File: src/rtl/eid_pkg.sv
// Constants shared by the external interrupt detect and response logic
// Operation
// - Each external input has its own trigger-select bit in the control register.
// - Control register bits 7..0: ovf1, run1, ovf0, run0, req1, trig1, req0, trig0.
// - Trigger-select bit zero makes that external interrupt level activated.
// - Level mode latches a low pin at S5, sets the request flag at S3.
// - Level mode clears the pin-derived request flag at S6 of every machine cycle.
// - Trigger-select bit one makes that external interrupt edge activated.
// - Edge mode latches low at S5, passes to a second stage, detects the fall.
// - Edge flip-flop sets the request flag at S3 and clears at S4.
// - Edge mode ignores new requests until the first stage has seen high again.
// - A request during an ordinary instruction is vectored right after that instruction.
// - A request during an enable or priority write waits one further instruction.
// - Merely reading the enable or priority register does not defer vectoring.
// - After return from handler, one main instruction executes before the next vector.
// - If that first instruction writes enable or priority, two instructions execute first.
// - Vectors are 0003h, 000Bh, 0013h, 001Bh, 0023h, 002Bh per source order.
// - An interrupt is taken only with its own enable and the global enable set.
// - Equal-level simultaneous requests prefer ext0, timer0, ext1, timer1, serial, timer2.
// - High-priority requests preempt low handlers; nothing preempts high; disable bit removes levels.
`default_nettype none

package eid_pkg;
  localparam int           ADR_W       = 8;
  localparam int           DAT_W       = 32;
  localparam int           SEL_W       = 4;
  localparam int           SRC_N       = 6;
  localparam int           SRC_W       = 3;
  localparam int           PH_W        = 4;
  localparam int           EXT_N       = 2;

  // Register byte addresses
  localparam logic [7:0]   OFF_TIMER_AND_EXT_INT_CONTROL    = 8'h88;
  localparam logic [7:0]   OFF_IEN     = 8'hA8;
  localparam logic [7:0]   OFF_IPRI    = 8'hB8;
  localparam logic [7:0]   OFF_STAT    = 8'hC0;

  // Control register fields; ext channel n uses bits 2n and 2n+1
  localparam int           BIT_TRIG0   = 0;
  localparam int           BIT_REQ0    = 1;
  localparam int           EXT_STRIDE  = 2;
  localparam int           BIT_RUN0    = 4;
  localparam int           BIT_OVF0    = 5;
  localparam int           BIT_RUN1    = 6;
  localparam int           BIT_OVF1    = 7;

  // Enable and priority register fields
  localparam int           BIT_GIE     = 7;
  localparam int           BIT_PDIS    = 7;
  localparam int           BIT_RSV     = 6;
  localparam logic [7:0]   RSV_MASK    = 8'h40;

  localparam logic [7:0]   RST_TIMER_AND_EXT_INT_CONTROL    = 8'h00;
  localparam logic [7:0]   RST_IEN     = 8'h00;
  localparam logic [7:0]   RST_IPRI    = 8'h00;

  // Machine cycle: twelve oscillator periods, states S1..S6 two periods each
  localparam int           OSC_PER_MC  = 12;
  localparam logic [PH_W-1:0] PH_LAST    = PH_W'(OSC_PER_MC - 1);
  localparam logic [PH_W-1:0] PH_S3      = 4'h4;
  localparam logic [PH_W-1:0] PH_S3_LATE = 4'h5;
  localparam logic [PH_W-1:0] PH_S4      = 4'h6;
  localparam logic [PH_W-1:0] PH_S5      = 4'h8;
  localparam logic [PH_W-1:0] PH_S6      = 4'hA;

  // Source order doubles as fixed preference order
  localparam logic [SRC_W-1:0] SRC_EXT0 = 3'h0;
  localparam logic [SRC_W-1:0] SRC_TMR0 = 3'h1;
  localparam logic [SRC_W-1:0] SRC_EXT1 = 3'h2;
  localparam logic [SRC_W-1:0] SRC_TMR1 = 3'h3;
  localparam logic [SRC_W-1:0] SRC_SER  = 3'h4;
  localparam logic [SRC_W-1:0] SRC_TMR2 = 3'h5;

  localparam logic [15:0]  VEC_BASE    = 16'h0003;
  localparam logic [15:0]  VEC_STEP    = 16'h0008;
endpackage : eid_pkg

`default_nettype wire

File: src/rtl/eid_pin_detect.sv
// Level and falling-edge detector for one external interrupt pin
`default_nettype none

module eid_pin_detect
(
  // Clock and reset
  input  wire logic                     sys_clk,
  input  wire logic                     rst,
  // Pin and mode
  input  wire logic                     pin_n,
  input  wire logic                     edge_mode,
  input  wire logic [eid_pkg::PH_W-1:0] ph,
  // Flag requests
  output logic                          set_o,
  output logic                          clr_o
);
  import eid_pkg::*;

  logic lvl_r, lvl_nxt;
  logic st1_r, st1_nxt;
  logic st2_r, st2_nxt;
  logic rs_r,  rs_nxt;

  always_comb
  begin
    lvl_nxt = lvl_r;
    st1_nxt = st1_r;
    st2_nxt = st2_r;
    rs_nxt  = rs_r;
    if (ph == PH_S5)
    begin
      lvl_nxt = ~pin_n;
      st1_nxt = ~pin_n;
    end
    if (ph == PH_S3)
    begin
      st2_nxt = st1_r;
      // A new fall needs the first stage to have seen high in between
      if (st1_r && !st2_r)
      begin
        rs_nxt = 1'b1;
      end
    end
    if (ph == PH_S4)
    begin
      rs_nxt = 1'b0;
    end
  end

  always_ff @(posedge sys_clk or posedge rst)
  begin
    if (rst)
    begin
      lvl_r <= 1'b0;
      st1_r <= 1'b0;
      st2_r <= 1'b0;
      rs_r  <= 1'b0;
    end
    else
    begin
      lvl_r <= lvl_nxt;
      st1_r <= st1_nxt;
      st2_r <= st2_nxt;
      rs_r  <= rs_nxt;
    end
  end

  assign set_o = edge_mode ? (rs_r && ph == PH_S3_LATE) : (lvl_r && ph == PH_S3);
  assign clr_o = !edge_mode && ph == PH_S6;
endmodule : eid_pin_detect

`default_nettype wire

File: src/rtl/eid_irq_ctrl.sv
// External interrupt detection, flag register and vector call sequencing
`default_nettype none

module eid_irq_ctrl
(
  // Clock and reset
  input  wire logic                        sys_clk,
  input  wire logic                        rst,
  // Wishbone classic slave
  input  wire logic                        wb_cyc_i,
  input  wire logic                        wb_stb_i,
  input  wire logic                        wb_we_i,
  input  wire logic [eid_pkg::ADR_W-1:0]   wb_adr_i,
  input  wire logic [eid_pkg::SEL_W-1:0]   wb_sel_i,
  input  wire logic [eid_pkg::DAT_W-1:0]   wb_dat_i,
  output logic      [eid_pkg::DAT_W-1:0]   wb_dat_o,
  output logic                             wb_ack_o,
  // External interrupt pins, active low
  input  wire logic                        ext_irq0_pin_n,
  input  wire logic                        ext_irq1_pin_n,
  // Other request sources
  input  wire logic                        counter0_ovf_evt,
  input  wire logic                        counter1_ovf_evt,
  input  wire logic                        ser_req,
  input  wire logic                        tmr2_req,
  // Instruction sequencer
  input  wire logic                        instr_done,
  input  wire logic                        instr_ie_ip_wr,
  input  wire logic                        instr_return_from_handler,
  // Vector call
  output logic                             vec_call,
  output logic      [15:0]                 vec_addr,
  output logic      [eid_pkg::SRC_W-1:0]   vec_src,
  // Counter run controls
  output logic                             counter0_run,
  output logic                             counter1_run
);
  import eid_pkg::*;

  logic [PH_W-1:0]  ph_r, ph_nxt;
  logic [7:0]       timer_and_ext_int_control_r, timer_and_ext_int_control_nxt;
  logic [7:0]       ien_r, ien_nxt;
  logic [7:0]       ipri_r, ipri_nxt;
  logic             ack_r, ack_nxt;
  logic [DAT_W-1:0] rdat_r, rdat_nxt;
  logic             manip_r, manip_nxt;
  logic             act_lo_r, act_lo_nxt;
  logic             act_hi_r, act_hi_nxt;
  logic             call_r, call_nxt;
  logic [15:0]      addr_r, addr_nxt;
  logic [SRC_W-1:0] src_r, src_nxt;

  logic [EXT_N-1:0] det_set;
  logic [EXT_N-1:0] det_clr;
  logic [EXT_N-1:0] pins_n;
  logic             wb_req;
  logic             wb_wr;
  logic [SRC_N-1:0] req;
  logic [SRC_N-1:0] elig;
  logic [SRC_N-1:0] hi_req;
  logic [SRC_N-1:0] cand;
  logic             pdis;
  logic             take;
  logic             pick_hi;
  logic [SRC_W-1:0] pick;

  assign pins_n = {ext_irq1_pin_n, ext_irq0_pin_n};

  generate
    for (genvar ch = 0; ch < EXT_N; ch++)
    begin : g_ext
      eid_pin_detect u_det
      (
        .sys_clk   (sys_clk),
        .rst       (rst),
        .pin_n     (pins_n[ch]),
        .edge_mode (timer_and_ext_int_control_r[BIT_TRIG0 + EXT_STRIDE * ch]),
        .ph        (ph_r),
        .set_o     (det_set[ch]),
        .clr_o     (det_clr[ch])
      );
    end
  endgenerate

  // Request gathering and selection
  always_comb
  begin
    req  = {tmr2_req, ser_req, timer_and_ext_int_control_r[BIT_OVF1], timer_and_ext_int_control_r[BIT_REQ0 + EXT_STRIDE],
            timer_and_ext_int_control_r[BIT_OVF0], timer_and_ext_int_control_r[BIT_REQ0]};
    pdis = ipri_r[BIT_PDIS];
    elig = req & ien_r[SRC_N-1:0] & {SRC_N{ien_r[BIT_GIE]}};
    hi_req = elig & ipri_r[SRC_N-1:0];
    if (pdis)
    begin
      cand = elig;
    end
    else if (act_hi_r)
    begin
      cand = '0;
    end
    else if (act_lo_r || (|hi_req))
    begin
      cand = hi_req;
    end
    else
    begin
      cand = elig;
    end
    pick = '0;
    for (int i = SRC_N - 1; i >= 0; i--)
    begin
      if (cand[i])
      begin
        pick = SRC_W'(i);
      end
    end
    pick_hi = ipri_r[pick];
    take = instr_done && (|cand) && !instr_ie_ip_wr && !manip_r && !instr_return_from_handler;
  end

  // Phase, registers, bus and call sequencing
  always_comb
  begin
    ph_nxt     = (ph_r == PH_LAST) ? '0 : PH_W'(ph_r + 1'b1);
    wb_req     = wb_cyc_i && wb_stb_i && !ack_r;
    wb_wr      = wb_req && wb_we_i && wb_sel_i[0];
    ack_nxt    = wb_req;
    rdat_nxt   = rdat_r;
    timer_and_ext_int_control_nxt   = timer_and_ext_int_control_r;
    ien_nxt    = ien_r;
    ipri_nxt   = ipri_r;
    manip_nxt  = manip_r;
    act_lo_nxt = act_lo_r;
    act_hi_nxt = act_hi_r;
    call_nxt   = take;
    addr_nxt   = addr_r;
    src_nxt    = src_r;

    if (wb_req && !wb_we_i)
    begin
      if (wb_adr_i == OFF_TIMER_AND_EXT_INT_CONTROL)
      begin
        rdat_nxt = DAT_W'(timer_and_ext_int_control_r);
      end
      else if (wb_adr_i == OFF_IEN)
      begin
        rdat_nxt = DAT_W'(ien_r | RSV_MASK);
      end
      else if (wb_adr_i == OFF_IPRI)
      begin
        rdat_nxt = DAT_W'(ipri_r | RSV_MASK);
      end
      else if (wb_adr_i == OFF_STAT)
      begin
        rdat_nxt = DAT_W'({manip_r, act_hi_r, act_lo_r, 1'b0, ph_r});
      end
      else
      begin
        rdat_nxt = '0;
      end
    end

    if (wb_wr)
    begin
      if (wb_adr_i == OFF_TIMER_AND_EXT_INT_CONTROL)
      begin
        timer_and_ext_int_control_nxt = wb_dat_i[7:0];
      end
      else if (wb_adr_i == OFF_IEN)
      begin
        ien_nxt   = wb_dat_i[7:0] & ~RSV_MASK;
        manip_nxt = 1'b1;
      end
      else if (wb_adr_i == OFF_IPRI)
      begin
        ipri_nxt  = wb_dat_i[7:0] & ~RSV_MASK;
        manip_nxt = 1'b1;
      end
    end

    // A bus write to enable or priority counts toward the instruction in flight
    if (instr_done && !(wb_wr && (wb_adr_i == OFF_IEN || wb_adr_i == OFF_IPRI)))
    begin
      manip_nxt = 1'b0;
    end

    // Hardware clears first, then sets, so an arriving event wins
    if (take && pick == SRC_TMR0)
    begin
      timer_and_ext_int_control_nxt[BIT_OVF0] = 1'b0;
    end
    if (take && pick == SRC_TMR1)
    begin
      timer_and_ext_int_control_nxt[BIT_OVF1] = 1'b0;
    end
    for (int ch = 0; ch < EXT_N; ch++)
    begin
      if (det_clr[ch])
      begin
        timer_and_ext_int_control_nxt[BIT_REQ0 + EXT_STRIDE * ch] = 1'b0;
      end
      if (take && timer_and_ext_int_control_r[BIT_TRIG0 + EXT_STRIDE * ch] && pick == SRC_W'(EXT_STRIDE * ch))
      begin
        timer_and_ext_int_control_nxt[BIT_REQ0 + EXT_STRIDE * ch] = 1'b0;
      end
      if (det_set[ch])
      begin
        timer_and_ext_int_control_nxt[BIT_REQ0 + EXT_STRIDE * ch] = 1'b1;
      end
    end
    if (counter0_ovf_evt)
    begin
      timer_and_ext_int_control_nxt[BIT_OVF0] = 1'b1;
    end
    if (counter1_ovf_evt)
    begin
      timer_and_ext_int_control_nxt[BIT_OVF1] = 1'b1;
    end

    // In-service levels
    if (instr_done && instr_return_from_handler)
    begin
      if (act_hi_r)
      begin
        act_hi_nxt = 1'b0;
      end
      else
      begin
        act_lo_nxt = 1'b0;
      end
    end
    if (take)
    begin
      addr_nxt = 16'(VEC_BASE + 16'(pick) * VEC_STEP);
      src_nxt  = pick;
      if (!pdis && pick_hi)
      begin
        act_hi_nxt = 1'b1;
      end
      else if (!pdis)
      begin
        act_lo_nxt = 1'b1;
      end
    end
  end

  always_ff @(posedge sys_clk or posedge rst)
  begin
    if (rst)
    begin
      ph_r     <= '0;
      timer_and_ext_int_control_r   <= RST_TIMER_AND_EXT_INT_CONTROL;
      ien_r    <= RST_IEN;
      ipri_r   <= RST_IPRI;
      ack_r    <= 1'b0;
      rdat_r   <= '0;
      manip_r  <= 1'b0;
      act_lo_r <= 1'b0;
      act_hi_r <= 1'b0;
      call_r   <= 1'b0;
      addr_r   <= '0;
      src_r    <= '0;
    end
    else
    begin
      ph_r     <= ph_nxt;
      timer_and_ext_int_control_r   <= timer_and_ext_int_control_nxt;
      ien_r    <= ien_nxt;
      ipri_r   <= ipri_nxt;
      ack_r    <= ack_nxt;
      rdat_r   <= rdat_nxt;
      manip_r  <= manip_nxt;
      act_lo_r <= act_lo_nxt;
      act_hi_r <= act_hi_nxt;
      call_r   <= call_nxt;
      addr_r   <= addr_nxt;
      src_r    <= src_nxt;
    end
  end

  assign wb_ack_o     = ack_r;
  assign wb_dat_o     = rdat_r;
  assign vec_call     = call_r;
  assign vec_addr     = addr_r;
  assign vec_src      = src_r;
  assign counter0_run = timer_and_ext_int_control_r[BIT_RUN0];
  assign counter1_run = timer_and_ext_int_control_r[BIT_RUN1];
endmodule : eid_irq_ctrl

`default_nettype wire

File: config.mk
export PLATFORM = sky130hd
export DESIGN_NAME = eid_irq_ctrl
export DESIGN_NICKNAME = d
export VERILOG_FILES = /design/src/rtl/eid_pkg.sv /design/src/rtl/eid_pin_detect.sv /design/src/rtl/eid_irq_ctrl.sv
export SDC_FILE = /design/constraint.sdc
export NUM_CORES = 1
export LEC_CHECK = 0
export BUFFER_PORTS_ARGS = -buffer_cell sky130_fd_sc_hd__buf_2
export CORE_ASPECT_RATIO = 0.8
export CORE_UTILIZATION = 53
export CTS_CLUSTER_SIZE = 20
export DETAILED_ROUTE_END_ITERATION = 12
export GPL_ROUTABILITY_DRIVEN = 0
export PLACE_DENSITY = 0.85
export SLEW_MARGIN = 5
export SYNTH_ARGS = -nofsm -noshare
export SYNTH_HDL_FRONTEND = slang
export SYNTH_SLANG_ARGS = --single-unit
File: constraint.sdc
create_clock -name sys_clk -period 3.05 [get_ports sys_clk]
set_clock_uncertainty 0.1 [all_clocks]
set_input_delay 0.305 -clock sys_clk [delete_from_list [all_inputs] [get_ports sys_clk]]
set_output_delay 0.305 -clock sys_clk [all_outputs]
set_load 0.05 [all_outputs]
==> Implementation_results.wiki <==
{| class="wikitable"
! Metric !! Value
|-
| Worst-case headroom to the max-slew limit || 0.3214
|-
| Average detailed-routed wire length per instance || roughly 15 µm
|-
| Clock slew at the register clock pins of the worst setup and hold paths || 0.09 ns
|-
| Maximum clock rate || 402.8 MHz
|-
| Top flip-flop cell by instance count after synthesis || sky130_fd_sc_hd__dfrtp_1
|-
| Area share of the largest cell type after synthesis || 0.4070
|-
| Total Routing Usage GR || 0.2268
|-
| Number of diodes added for antenna fixing || 0
|-
| CTS H-Tree Depth || 2
|-
| Non-filler instance count after layout || 426
|-
| Kind of start point of the critical path || register
|-
| Minimum hold slack || about 0.07 ns
|-
| Outcome || finished clean
|-
| Ordered list of cells on the worst path || nand4_1, nand4b_2, o21bai_4, a31oi_2, mux2_4, o2bb2ai_1, o221ai_2
|-
| Power per cell area || 414.3 nW/µm²
|-
| Max-Cap Viols || 0
|-
| Delay of the slowest critical-path stage || approximately 0.58 ns
|-
| Yosys warning count || 0
|-
| Number of global-route vias before repair || 2144
|-
| Most area-consuming cells after synthesis || sky130_fd_sc_hd__dfrtp_1, sky130_fd_sc_hd__buf_4, sky130_fd_sc_hd__mux2_2
|-
| Library cell used as clock root buffer || sky130_fd_sc_hd__clkbuf_8
|-
| Static Leak || 1.651 nW
|-
| Worst supply voltage drop on vdd || 265.6 µV
|-
| Clock power frac || 0.297
|-
| Hold violation total from the final report || 0
|-
| Clock sinks || roughly 50
|-
| Worst EP required || 3.14 ns
|-
| Fraction of power consumed by sequential logic || 0.509
|-
| Slowest cell on crit path || sky130_fd_sc_hd__dfrtp_1
|-
| Most used standard cell by instance count after synthesis || sky130_fd_sc_hd__dfrtp_1
|-
| Register bit total from synthesis || 49
|-
| Maximum buffer depth of the clock tree || 2
|-
| Post-DP Area || 3149 µm²
|-
| Final layout net count || just over 400
|-
| Number of instances resized during post-cts repair || 0
|-
| Share of total power consumed by net switching || 0.3299
|-
| Post-Synthesis Cells || 302
|-
| Clock tree from TritonCTS || done
|-
| Worst-skew pair later-pin latency || 0.31 ns
|-
| Number of buffers created by CTS || 5
|-
| Top cell types by occurrence after synthesis || sky130_fd_sc_hd__dfrtp_1, sky130_fd_sc_hd__buf_4, sky130_fd_sc_hd__nor2_1, sky130_fd_sc_hd__nand2_1, sky130_fd_sc_hd__mux2_2
|-
| Initial core utilization || 0.5513
|-
| Summed negative setup slack over all endpoints || 0 ns
|-
| Wire length of the first global-routing pass || 10440 µm
|-
| Post-Synthesis Cell Area || about 3000 µm²
|-
| Critical path peak fanout || 9
|-
| DRC errors left || 0
|-
| Pin count of the biggest net entering global routing || 50
|-
| Setup slack on the worst flop-to-flop path || ~0.57 ns
|-
| Placeable core area || 5465 µm²
|-
| Placed instance count || 418
|-
| Worst min-delay path category || in -> reg
|-
| Die Wd || 86.30 µm
|-
| Transition time at the pin with the least slew margin || roughly 1.0 ns
|-
| Antenna violations before repair || 0
|-
| Detail Placement HPWL || 4834 µm
|-
| Residual antenna-violating net count after detailed routing || 0
|-
| Sw Pwr || roughly 0.44 mW
|-
| Post-route design area || 3246 µm²
|-
| Area growth from synthesis to layout || 7.724%
|-
| Initial drt markers || 218
|-
| Crit path buf inv count || 0
|-
| Syn Area/Cell || 9.976 µm²
|-
| Nature of the critical path endpoint || register
|-
| Category of the most critical setup path || reg -> reg
|-
| Count of filler cells inserted in the layout || 499
|-
| Internal power component || 0.9010 mW
|-
| Count of flip-flops with a built-in enable after synthesis || 0
|-
| Dominant cell type by area after synthesis || sky130_fd_sc_hd__dfrtp_1
|-
| Overall power consumption || 1.345 mW
|-
| # Post-CTS Setup Buffers || 0
|-
| Share of synthesized registers carrying an async set or reset || 1.000
|-
| Average via count per standard cell || 5.451
|-
| Number of input and output port buffers inserted || 50
|-
| Number of iterations in the first detailed-routing pass || 5
|-
| Drt total wl || between 6000 and 7000 µm
|-
| Share of power burned in combinational logic || 0.193
|-
| CTS hold repair buffers || 0
|-
| Total number of vias || about 2300
|-
| Netlist cell types || 58
|-
| I/O Pins || 113
|-
| Height of the die || 69.44 µm
|-
| RSZ-0062 raised after global routing || no
|-
| Crit path arrival time || 2.57 ns
|-
| Full die area || around 6000 µm²
|-
| Global-route congestion overflow total || 0
|-
| Placement row count || 24
|-
| Total count of max-transition violations in the final report || 0
|-
| Final setup violation count || 0
|-
| CP delay by family, top || compound AO/OA/AOI/OAI gates
|-
| Layout cell share with drive strength beyond 1 || 0.2960
|-
| Proportion of synthesized chip area in sequential cells || 0.4070
|-
| Part of the cycle the worst path needs || 0.8139
|-
| Post-layout minimum cycle time || 2.483 ns
|}
==> worst paths after layout <==
| kind | start | to | cells past startpoint |
|---|---|---|---|
| worst min register to register | wb_ack_o$_DFF_PP0_ | wb_ack_o$_DFF_PP0_ | 1 |
| worst max-delay path | ien_r[7]$_DFFE_PP0P_ | act_hi_r$_DFF_PP0_ | 7 |
| worst min-delay path | ext_irq0_pin_n | g_ext[0].u_det.lvl_r$_DFFE_PP0N_ | 2 |
| max in group asynchronous | rst | timer_and_ext_int_control_r[5]$_DFFE_PP0P_ | 2 |
| min in group asynchronous | rst | ph_r[3]$_DFF_PP0_ | 2 |
| worst max register to register | ien_r[7]$_DFFE_PP0P_ | act_hi_r$_DFF_PP0_ | 7 |
==> through the flow <==
step,worst slack [ns],utilization
after CTS,0.6409,0.5939
after detailed placement,0.6453,0.5762
after global placement,0.6767,0.5762
final,0.5675,0.5939
after floorplan,1.073,-
after global routing,0.4987,0.5939
==> power by group through the flow <==
stage,registers [mW],clock network (mW),logic [mW]
finish,0.685,0.400,0.260
global route,0.688,0.440,0.274
CTS,0.685,0.412,0.261
detailed placement,0.698,0,0.260
global placement,0.697,0,0.257
floorplan,0.763,0,0.174
==> layout make-up <==
type | count | area [µm²] | share of cell area
Clock buffer | 6 | 82.58 | 0.02544
Clock inverter | 2 | 13.76 | 0.004241
Inverter | 8 | 30.03 | 0.009252
Multi-Input combinational cell | 231 | 1530 | 0.4715
Sequential cell | 49 | 1226 | 0.3778
Tap cell | 78 | 97.59 | 0.03007
Timing Repair Buffer | 52 | 265.3 | 0.08173
==> cell families (layout without fill, tap and decap cells) <==
logic type,count (synthesis),in the layout,synth area share
and+or+nand+nor,98,98,0.1836
AOI/OAI and AO/OA,61,61,0.1429
buffers and inverters,56,68,0.1275
DFF,49,49,0.4070
muxes,33,33,0.1213
adders and majority gates,4,4,0.01661
other,1,35,0.001245
==> cell usage in the layout (no fill, tap or decap), types with 3 or more instances in the layout <==
cell,synthesis,routed
sky130_fd_sc_hd__conb_1,1,35
sky130_fd_sc_hd__a21oi_1,15,15
sky130_fd_sc_hd__nand4_2,3,3
sky130_fd_sc_hd__nand2_1,24,24
sky130_fd_sc_hd__mux2_2,20,20
sky130_fd_sc_hd__o21ai_0,16,16
sky130_fd_sc_hd__buf_2,1,50
sky130_fd_sc_hd__ha_1,4,4
sky130_fd_sc_hd__inv_1,7,6
sky130_fd_sc_hd__nand3_1,10,10
sky130_fd_sc_hd__nand2b_1,5,5
sky130_fd_sc_hd__clkbuf_8,0,6
sky130_fd_sc_hd__mux2i_1,11,11
sky130_fd_sc_hd__nor2_1,25,25
sky130_fd_sc_hd__nor2b_1,4,4
sky130_fd_sc_hd__a221oi_1,6,6
sky130_fd_sc_hd__nand4_1,6,6
sky130_fd_sc_hd__dfrtp_1,49,49
sky130_fd_sc_hd__and2_1,3,3
sky130_fd_sc_hd__a31oi_1,3,3
==> per-layer routing <==
metal,track usage,up-vias,share of wire
met4,0.07593,0,0.013
li1,-,1103,-
met3,0.04643,10,0.095
met5,0,-,0
met1,0.3320,1086,0.46
met2,0.3351,123,0.43
==> state kept, by name (all words and copies together) (netlist names) <==
signal and count:
act_hi_r 1, act_lo_r 1, g_ext.u_det.lvl_r 2, g_ext.u_det.rs_r 2
g_ext.u_det.st2_r 2, ien_r 7, ipri_r 7, manip_r 1
ph_r 4, timer_and_ext_int_control_r 8, vec_addr 1, vec_call 1
vec_src 3, wb_ack_o 1, wb_dat_o 8
Power figures use the tool's default switching activity.
